## src/autoreload_pwm_timer_map.vh

```
/*
  Register offsets, field positions and reset values of the auto-reload
  PWM timer. Included by the timer module, its checker and its bench.
*/
`ifndef AUTORELOAD_PWM_TIMER_MAP_VH
`define AUTORELOAD_PWM_TIMER_MAP_VH

// ==========================================================
// Register offsets
`define OFS_DUTY3 8'h31
`define OFS_DUTY2 8'h32
`define OFS_DUTY1 8'h33
`define OFS_DUTY0 8'h34
`define OFS_PWMCTL 8'h35
`define OFS_CSR 8'h36
`define OFS_CAR 8'h37
`define OFS_ARR 8'h38
`define OFS_CAPCSR 8'h39
`define OFS_CAP1 8'h3A
`define OFS_CAP2 8'h3B

// ==========================================================
// Control/status fields
`define CSR_EXTCLK 7
`define CSR_PSC_HI 6
`define CSR_PSC_LO 4
`define CSR_RUN 3
`define CSR_FRL 2
`define CSR_OIE 1
`define CSR_OVF 0

// ==========================================================
// Reset values and widths
`define RST_BYTE 8'h00
`define PSC_W 7
`define CNT_MAX 8'hFF

`endif

```

## src/autoreload_pwm_timer.v

```verilog
/*
  8-bit auto-reload PWM timer with prescaler, four PWM channels,
  overflow time base and two input capture channels.
  Assumes a byte register port synchronous to mclk, with read data one
  cycle after the read strobe; the external clock pin is treated as a
  synchronous input sampled on mclk, the capture pins pass two synchronizer flops outside halt.
*/
`timescale 1ns/1ns
`include "autoreload_pwm_timer_map.vh"

module autoreload_pwm_timer #(
  parameter CHANNELS = 4,
  parameter CAPTURES = 2
) (
  // Clock and reset
  input wire mclk,
  input wire reset,
  // Register port
  input wire [7:0] regAddr,
  input wire [7:0] regWrData,
  input wire regWrite,
  input wire regRead,
  output reg [7:0] regRdData,
  // Power state
  input wire haltMode,
  // External clock pin
  input wire extClockPin,
  // PWM pins
  output wire [CHANNELS-1:0] pwmOutputPin,
  output wire [CHANNELS-1:0] pwmOutEnable,
  // Capture pins
  input wire [CAPTURES-1:0] captureInputPin,
  // Interrupts and wake
  output wire overflowIrq,
  output wire [CAPTURES-1:0] captureIrq,
  output wire haltWake
);

  // ==========================================================
  // Register decode
  function [7:0] dutyOffset;
    input integer ch;
    begin
      dutyOffset = `OFS_DUTY0 - ch[7:0];
    end
  endfunction

  function hit;
    input [7:0] addr;
    input [7:0] ofs;
    begin
      hit = (addr == ofs);
    end
  endfunction

  // ==========================================================
  // Register strobes
  wire wrCsr;
  wire wrCar;
  wire wrArr;
  wire wrPwmCtl;
  wire wrCapCsr;
  wire rdCsr;
  wire rdCap1;
  wire rdCap2;
  assign wrCsr = regWrite && hit(regAddr, `OFS_CSR);
  assign wrCar = regWrite && hit(regAddr, `OFS_CAR);
  assign wrArr = regWrite && hit(regAddr, `OFS_ARR);
  assign wrPwmCtl = regWrite && hit(regAddr, `OFS_PWMCTL);
  assign wrCapCsr = regWrite && hit(regAddr, `OFS_CAPCSR);
  assign rdCsr = regRead && hit(regAddr, `OFS_CSR);
  assign rdCap1 = regRead && hit(regAddr, `OFS_CAP1);
  assign rdCap2 = regRead && hit(regAddr, `OFS_CAP2);

  // ==========================================================
  // Control state
  reg extClockSel_reg;
  reg [2:0] prescaleSel_reg;
  reg counterRun_reg;
  reg overflowIrqEnable_reg;
  reg overflowFlag_reg;
  reg [7:0] reloadValue_reg;
  reg [7:0] pwmCtl_reg;
  reg [1:0] captureEdgeSel_reg;
  reg [1:0] captureIrqEnable_reg;
  wire [CAPTURES-1:0] captureFlag;
  reg [7:0] counter_reg;
  reg [`PSC_W-1:0] prescaler_reg;
  reg extClockLast_reg;

  // ==========================================================
  // Prescaler and counter tick
  wire extRise;
  wire inputTick;
  wire [`PSC_W:0] pscNext;
  wire [`PSC_W:0] pscMask;
  wire tapReady;
  wire countTick;
  wire overflow;
  wire forceReload;
  wire [7:0] counterInc;
  assign extRise = extClockPin && !extClockLast_reg;
  assign inputTick = extClockSel_reg ? extRise : 1'b1;
  assign pscNext = {1'b0, prescaler_reg} + {{`PSC_W{1'b0}}, 1'b1};
  assign pscMask = ({{`PSC_W{1'b0}}, 1'b1} << prescaleSel_reg) - 1'b1;
  // Tick when all bits below the selected tap are set
  assign tapReady = ((prescaler_reg & pscMask[`PSC_W-1:0]) == pscMask[`PSC_W-1:0]);
  assign countTick = counterRun_reg && inputTick && tapReady;
  assign overflow = countTick && (counter_reg == `CNT_MAX);
  assign forceReload = wrCsr && regWrData[`CSR_FRL] && regWrData[`CSR_RUN];
  assign counterInc = counter_reg + 8'h01;

  always @(posedge mclk) begin
    if (reset) begin
      prescaler_reg <= {`PSC_W{1'b0}};
      counter_reg <= `RST_BYTE;
      extClockLast_reg <= 1'b0;
    end else begin
      extClockLast_reg <= extClockPin;
      if (wrCar) begin
        counter_reg <= regWrData;
        prescaler_reg <= {`PSC_W{1'b0}};
      end else if (forceReload) begin
        counter_reg <= reloadValue_reg;
        prescaler_reg <= {`PSC_W{1'b0}};
      end else if (counterRun_reg && inputTick) begin
        prescaler_reg <= pscNext[`PSC_W-1:0];
        if (overflow) begin
          counter_reg <= reloadValue_reg;
        end else if (countTick) begin
          counter_reg <= counterInc;
        end
      end
    end
  end

  // ==========================================================
  // Control/status, reload and PWM control registers
  always @(posedge mclk) begin
    if (reset) begin
      extClockSel_reg <= 1'b0;
      prescaleSel_reg <= 3'h0;
      counterRun_reg <= 1'b0;
      overflowIrqEnable_reg <= 1'b0;
      overflowFlag_reg <= 1'b0;
      reloadValue_reg <= `RST_BYTE;
      pwmCtl_reg <= `RST_BYTE;
    end else begin
      if (wrCsr) begin
        extClockSel_reg <= regWrData[`CSR_EXTCLK];
        prescaleSel_reg <= regWrData[`CSR_PSC_HI:`CSR_PSC_LO];
        counterRun_reg <= regWrData[`CSR_RUN];
        overflowIrqEnable_reg <= regWrData[`CSR_OIE];
      end
      // Set wins over the read clear
      if (overflow) begin
        overflowFlag_reg <= 1'b1;
      end else if (rdCsr) begin
        overflowFlag_reg <= 1'b0;
      end
      if (wrArr) begin
        reloadValue_reg <= regWrData;
      end
      if (wrPwmCtl) begin
        pwmCtl_reg <= regWrData;
      end
    end
  end

  // ==========================================================
  // Overflow request
  assign overflowIrq = overflowFlag_reg && overflowIrqEnable_reg;

  // ==========================================================
  // PWM channels
  genvar ch;
  generate
    for (ch = 0; ch < CHANNELS; ch = ch + 1) begin : pwmChan
      reg [7:0] dutyBuffer_reg;
      reg [7:0] hiddenCompare_reg;
      reg active_reg;
      wire matchNext;
      assign matchNext = countTick && (counterInc == hiddenCompare_reg);
      always @(posedge mclk) begin
        if (reset) begin
          dutyBuffer_reg <= `RST_BYTE;
          hiddenCompare_reg <= `RST_BYTE;
          active_reg <= 1'b0;
        end else begin
          if (regWrite && hit(regAddr, dutyOffset(ch))) begin
            dutyBuffer_reg <= regWrData;
          end
          if (!haltMode) begin
            if (overflow) begin
              hiddenCompare_reg <= dutyBuffer_reg;
              active_reg <= 1'b1;
            end else if (matchNext) begin
              active_reg <= 1'b0;
            end
          end
        end
      end
      // Polarity applies immediately to the level
      assign pwmOutputPin[ch] = pwmOutEnable[ch] &&
        (active_reg ? !pwmCtl_reg[ch] : pwmCtl_reg[ch]);
      assign pwmOutEnable[ch] = pwmCtl_reg[ch+4];
    end
  endgenerate

  // ==========================================================
  // Input capture channels
  function edgeSeen;
    input rising;
    input now;
    input last;
    begin
      if (rising)
        edgeSeen = now && !last;
      else
        edgeSeen = !now && last;
    end
  endfunction

  genvar cp;
  generate
    for (cp = 0; cp < CAPTURES; cp = cp + 1) begin : capChan
      reg sync1_reg;
      reg sync2_reg;
      reg syncLast_reg;
      reg pinLast_reg;
      reg flag_reg;
      reg [7:0] value_reg;
      wire syncEdge;
      wire pinEdge;
      wire rdThis;
      assign syncEdge = edgeSeen(captureEdgeSel_reg[cp], sync2_reg, syncLast_reg);
      assign pinEdge = edgeSeen(captureEdgeSel_reg[cp], captureInputPin[cp], pinLast_reg);
      assign rdThis = (cp == 0) ? rdCap1 : rdCap2;
      always @(posedge mclk) begin
        if (reset) begin
          sync1_reg <= 1'b0;
          sync2_reg <= 1'b0;
          syncLast_reg <= 1'b0;
          pinLast_reg <= 1'b0;
          value_reg <= `RST_BYTE;
          flag_reg <= 1'b0;
        end else begin
          sync1_reg <= captureInputPin[cp];
          sync2_reg <= sync1_reg;
          syncLast_reg <= sync2_reg;
          pinLast_reg <= captureInputPin[cp];
          if (!haltMode && syncEdge && !flag_reg) begin
            value_reg <= counter_reg;
            flag_reg <= 1'b1;
          end else if (haltMode && pinEdge) begin
            flag_reg <= 1'b1;
          end else if (rdThis) begin
            flag_reg <= 1'b0;
          end
        end
      end
      assign captureFlag[cp] = flag_reg;
      assign captureIrq[cp] = flag_reg && captureIrqEnable_reg[cp];
    end
  endgenerate

  // ==========================================================
  // Wake request in halt
  assign haltWake = haltMode && |captureIrq;

  // ==========================================================
  // Capture control register
  always @(posedge mclk) begin
    if (reset) begin
      captureEdgeSel_reg <= 2'h0;
      captureIrqEnable_reg <= 2'h0;
    end else if (wrCapCsr) begin
      captureEdgeSel_reg <= regWrData[5:4];
      captureIrqEnable_reg <= regWrData[3:2];
    end
  end

  // ==========================================================
  // Read data, one cycle after the strobe
  reg [7:0] rdMux;
  always @* begin
    rdMux = 8'h00;
    if (regAddr == `OFS_CSR) begin
      rdMux = {extClockSel_reg, prescaleSel_reg, counterRun_reg, 1'b0,
               overflowIrqEnable_reg, overflowFlag_reg};
    end else if (regAddr == `OFS_CAR) begin
      rdMux = counter_reg;
    end else if (regAddr == `OFS_ARR) begin
      rdMux = reloadValue_reg;
    end else if (regAddr == `OFS_PWMCTL) begin
      rdMux = pwmCtl_reg;
    end else if (regAddr == `OFS_DUTY0) begin
      rdMux = pwmChan[0].dutyBuffer_reg;
    end else if (regAddr == `OFS_DUTY1) begin
      rdMux = pwmChan[1].dutyBuffer_reg;
    end else if (regAddr == `OFS_DUTY2) begin
      rdMux = pwmChan[2].dutyBuffer_reg;
    end else if (regAddr == `OFS_DUTY3) begin
      rdMux = pwmChan[3].dutyBuffer_reg;
    end else if (regAddr == `OFS_CAPCSR) begin
      rdMux = {2'b00, captureEdgeSel_reg, captureIrqEnable_reg, captureFlag};
    end else if (regAddr == `OFS_CAP1) begin
      rdMux = capChan[0].value_reg;
    end else if (regAddr == `OFS_CAP2) begin
      rdMux = capChan[1].value_reg;
    end
  end

  // ==========================================================
  // Read data register
  always @(posedge mclk) begin
    if (reset) begin
      regRdData <= `RST_BYTE;
    end else if (regRead) begin
      regRdData <= rdMux;
    end
  end

endmodule

```

## config.mk

```make
export PLATFORM = sky130hd
export DESIGN_NAME = autoreload_pwm_timer
export DESIGN_NICKNAME = d
export VERILOG_FILES = /design/src/autoreload_pwm_timer.v
export VERILOG_INCLUDE_DIRS = /design/src
export SDC_FILE = /design/constraint.sdc
export NUM_CORES = 1
export LEC_CHECK = 0
export BUFFER_PORTS_ARGS = -buffer_cell sky130_fd_sc_hd__buf_4
export CORE_MARGIN = 2
export CORE_UTILIZATION = 65
export DETAILED_ROUTE_END_ITERATION = 7
export GPL_ROUTABILITY_DRIVEN = 0
export PLACE_DENSITY_LB_ADDON = 0.25
export SLEW_MARGIN = 20
export SYNTH_ARGS = -nofsm -noshare
export SYNTH_HDL_FRONTEND = slang
export SYNTH_SLANG_ARGS = --single-unit
```

## constraint.sdc

```tcl
create_clock -name mclk -period 5.7 [get_ports mclk]
set_input_delay 1.425 -clock mclk [delete_from_list [all_inputs] [get_ports mclk]]
set_output_delay 1.425 -clock mclk [all_outputs]
set_load 0.1 [all_outputs]
```

# After elaboration in Yosys (flattened, before gate mapping)
# Cells that the tools add are included.
dict set report classes {
  add_sub_neg 3
  bitwise_logic 2
  n_mux 41
  reduce_logical 77
  eq_ne 17
  shifts 1
}
# operator n
set op_table {}
lappend op_table {{two-way mux 8 bit} 16}
lappend op_table {{equality test 8 x 6 -> 1 bit (second input constant)} 11}
lappend op_table {{logical AND 1 bit} 44}
lappend op_table {{equality test 8 bit} 4}
lappend op_table {{two-way mux 1 bit} 25}
lappend op_table {{zero test 1 bit} 16}
lappend op_table {{AND reduction 2 bit} 6}
lappend op_table {{nonzero test 2 bit} 5}
lappend op_table {{nonzero test 3 bit} 3}
lappend op_table {{adder 8 x 1 -> 8 bit (second input constant)} 1}
lappend op_table {{equality test 8 bit (second input constant)} 1}
lappend op_table {{adder 7 x 1 -> 7 bit (second input constant)} 1}
lappend op_table {{AND 7 bit} 1}
lappend op_table {{equality test 7 bit} 1}
lappend op_table {{left shift 1 x 3 -> 7 bit (first input constant)} 1}
lappend op_table {{subtractor 7 x 1 -> 7 bit (second input constant)} 1}
lappend op_table {{nonzero test 4 bit} 1}
lappend op_table {{OR reduction 3 bit} 1}
lappend op_table {{OR reduction 2 bit} 1}
lappend op_table {{NOT 1 bit} 1}
dict set report word_totals {
  inputBits 24
  reg_bits 143
  elab_cells 176
  out_inout_bits 20
}

# Logic depth before layout (Yosys ltp)
dict set report depth {
  word_depth 12
  ltp_mapped 9
}

# Least setup slack after synthesis
# Ideal clock, no wire load.
dict set report synth_path {
  path_kind {input to output}
  from {input haltMode}
  to {output haltWake}
  slack_ps 1829
  path_stages 2
  n_path_buf 1
  t_required_ps 4275
  arrival_ps 2446
  cell_sequence {clkbuf_1 > o21a_1}
}
dict set report synth_between {
  elab_chain_len 1
}
# item line_no
set synth_rtl {}
lappend synth_rtl {{start, declared} autoreload_pwm_timer.v:25} ;# input wire haltMode,
lappend synth_rtl {{logical AND 1 bit} autoreload_pwm_timer.v:269} ;# assign haltWake = haltMode && |captureIrq;
lappend synth_rtl {{end, declared} autoreload_pwm_timer.v:36} ;# output wire haltWake
# Every way passes these cells.

# Worst setup path after layout
# Ends and elaborated chain as after synthesis.

==> reports/qor.yml <==
global_route:
  grt_pass1_vias: 6287
  grt_overflow_total: 0
  antenna_found_initial: 0
  grt_pass1_wl_um: 33090
  grt_use_total_pct: 36.61
  grt_max_degree: 103
logic_synthesis:
  yosysTopAreaCell: "dfxtp_1"
  synth.area.top_cells: "dfxtp_1 (40%), mux2i_1 (11%), nor2_1 (6.0%)"
  synth_seq_area_share_pct: 39.54
  synthXorXnorAreaFrac_pct: 5.686
  synth.area.mux_share_pct: 11.35
  avgSynthCellArea_sq_um: 8.379
  syn_area_sq_mm: 0.007239
  synth_top_family_by_area: "simple AND/OR/NAND/NOR gates"
  synth_top_area_share_pct: 39.54
  synth_edf_count: 0
  ys_seq_elements: 143
  synth_simple_gate_area_share_pct: 22.14
  synth_nets: 890
  synthFlopType: "dfxtp_1"
  synthArstFlopShare_pct: 0
  yosys_warnings: 0
  ys_types: 66
  syn-instance-count: 864
  synth-adder-area-share_pct: 0.3457
  synth_compound_area_share_pct: 16.32
critical_path:
  crit_path_cell_trace: "buf_4 -> o21a_1 -> buf_4"
  end_kind: "primary output"
  path_max_fanout: 8
  crit_type: "primary input to primary output"
  critPathMostFrequentCell: "buf_4"
  r2r_setup_slack_ps: 2380
  rr_endpoint: "pwmChan[1].hiddenCompare_reg[7]"
  critPathMaxStageDelay_ps: 280
  critPathSlowestCell: "buf_4"
  required_ps: 4280
  arrival_ps: 2010
  crit_end: "haltWake"
  start_kind: "primary input"
  regToRegStartpoint: "counter_reg[0]"
  rr_worst_depth: 6
  crit_path_start: "haltMode"
outcome:
  status: "finished clean"
drt:
  firstDrtPassIters: 6
  drtIter0Drc: 805
  viasPerCell: 6.450
  antenna_left: 0
  drt-total-wl_um: 21070
  num_vias: 6553
  wire_per_inst_um: 20.74
  drc: 0
final_layout:
  area_growth_pct: 11.42
  fin_nets: 889
  n_antenna_cell: 0
  layout-drive-gt1-share_pct: 14.27
timing:
  fin_tns_setup_ps: 0
  hold_viol: 0
  finalMaxSlewViolations: 0
  setup_viol: 0
  max_freq_ghz: 0.2914
  relSlewSlack_pct: 28.80
  fin_skew_ps: 11.83
  post-route-period-util_pct: 60.20
  rsz0062_at_grt: "no"
  layout_min_cycle_time_ps: 3431
  worstMarginPinSlew_ps: 1060
clock_network:
  clkTransAtPathRegs_ps: 60
  clock_latency_ps: 550
  ctsHtreeMaxLevel: 4
  cts-root-buf: "clkbuf_8"
  cts_tree: "yes"
  cts_resized: 0
  holdBufCountCts: 0
  numCtsBuffers: 17
  post_cts_buffers: 0
  clockBufferDepth: 2
  clock_sinks: 143
floorplanning:
  die_h_um: 109.5
  coreArea_sq_mm: 0.01084
  die_area_sq_mm: 0.01200
  start_util_pct: 66.78
  die_w_um: 109.5
  io_pins: 44
  row_count: 38
power_and_ir_drop:
  p_leak_uw: 0.002909
  p_int_uw: 1735
  vdd_drop_max_v: 0.0002474
  clkPwrFrac_pct: 50.2
  total_power_uw: 2239
  p_sw_uw: 503.9
  sw_frac_of_total_pct: 22.50
  pwr-share-seq_pct: 45.0
  powerDensity_mw_per_mm2: 277.6
  combinationalPowerShare_pct: 4.9
worst_hold_path:
  hold_path_class: "register to register"
placement:
  io_buffers: 43
  dp_hpwl_um: 13700
job:
  maxCapViolCount: 0
[worst min path at each step]
stage / from / depth (start not counted) / end
2_1_floorplan: pwmChan[0].hiddenCompare_reg[0] / 2 / pwmChan[0].hiddenCompare_reg[0]
3_5_place_dp: pwmChan[0].hiddenCompare_reg[2] / 2 / pwmChan[0].hiddenCompare_reg[2]
3_3_place_gp: pwmChan[0].hiddenCompare_reg[0] / 2 / pwmChan[0].hiddenCompare_reg[0]
6_report: pwmChan[2].hiddenCompare_reg[0] / 2 / pwmChan[2].hiddenCompare_reg[0]
5_1_grt: pwmChan[1].dutyBuffer_reg[0] / 2 / pwmChan[1].hiddenCompare_reg[0]
4_1_cts: pwmChan[1].dutyBuffer_reg[0] / 2 / pwmChan[1].hiddenCompare_reg[0]
[metal layers]
| layer | wire length [um] | GRT usage, % |
|---|---|---|
| met5 | 0 | 0 |
| met4 | 1230 | 23.15 |
| met3 | 2032 | 10.31 |
| met2 | 9430 | 53.88 |
| met1 | 8375 | 47.15 |
[critical path: cells and delay by family]
| kind | cells | cell delay (ps) |
|---|---|---|
| buffers and inverters | 2 | 440 |
| AO/OA/AOI/OAI | 1 | 140 |
[cells by family (layout without fill, tap and decap cells)]
family / Yosys count / in the layout
AOI/OAI and AO/OA: 171 / 171
and+or+nand+nor: 345 / 345
DFF: 143 / 143
muxes: 82 / 82
xor gates and xnor gates: 47 / 47
buffers and inverters: 74 / 86
adders and majority gates: 2 / 2
[cells in the final DEF (no fill, tap or decap), types with 4 or more instances in the layout]
cell type and count:
o211ai_1 6, o21a_1 6, mux2i_1 81, nand2b_1 8
nor2_1 115, xnor2_1 25, inv_1 8, buf_4 45
nand3_1 23, xor2_1 22, o21ai_0 26, dfxtp_1 143
and2_1 7, nor2_2 4, clkbuf_16 16, nor3_2 4
clkbuf_8 4, nand3b_1 6, nand2_1 111, nor2b_1 17
o32ai_1 4, nor3b_1 4, a21o_1 4, a211oi_1 5
o21bai_1 4, nand4_1 5, a21oi_2 30, nor3_1 19
a21oi_1 49
[synth_stat cells (4+ instances only)]
cell type,count
o21a_1,6
nor3_1,19
and2_1,7
nand3b_1,6
dfxtp_1,143
nand2b_1,8
buf_2,9
nand4_1,5
nor2_1,115
nor3_2,4
buf_4,4
o211ai_1,6
a21o_1,4
o32ai_1,4
nand2_1,111
clkbuf_1,41
nor3b_1,4
nor2b_1,17
buf_6,4
o21ai_0,26
mux2i_1,81
xnor2_1,25
a21oi_1,49
inv_1,8
a211oi_1,5
o21bai_1,4
nand3_1,23
a21oi_2,30
nor2_2,4
buf_1,8
xor2_1,22
[power groups by stage]
| stage | combinational, uW | sequential, uW | clock (uW) |
|---|---|---|---|
| after global placement | 101 | 1030 | 0 |
| after CTS | 105 | 1010 | 1130 |
| after global routing | 114 | 1010 | 1170 |
| after floorplan | 67.4 | 1030 | 0 |
| after detailed placement | 103 | 1030 | 0 |
| final | 109 | 1010 | 1120 |
[area by class of cell]
cell class	instances	area, sq um
tap	140	175.2
sequential	143	2863
inverter	8	30.03
fill	781	2774
multi-input combinational	647	4050
timing repair buffer	46	349.1
clock inverter	9	132.6
clock buffer	23	466.7
[metrics by stage]
step           cell area, sq um  hold WS (ps)  worst slack, ps  cells  util [%]
2_1_floorplan              7239         443.6             1829    864         -
3_3_place_gp               7463         453.4             2079    984     68.85
3_5_place_dp               7463         462.2             1963    984     68.85
4_1_cts                    8063         474.8             2265   1016     74.38
5_1_grt                    8066         490.7             2253   1016     74.41
6_report                   8066         474.4             2269   1016     74.41
Note: power is estimated with default switching activity, not from simulation.
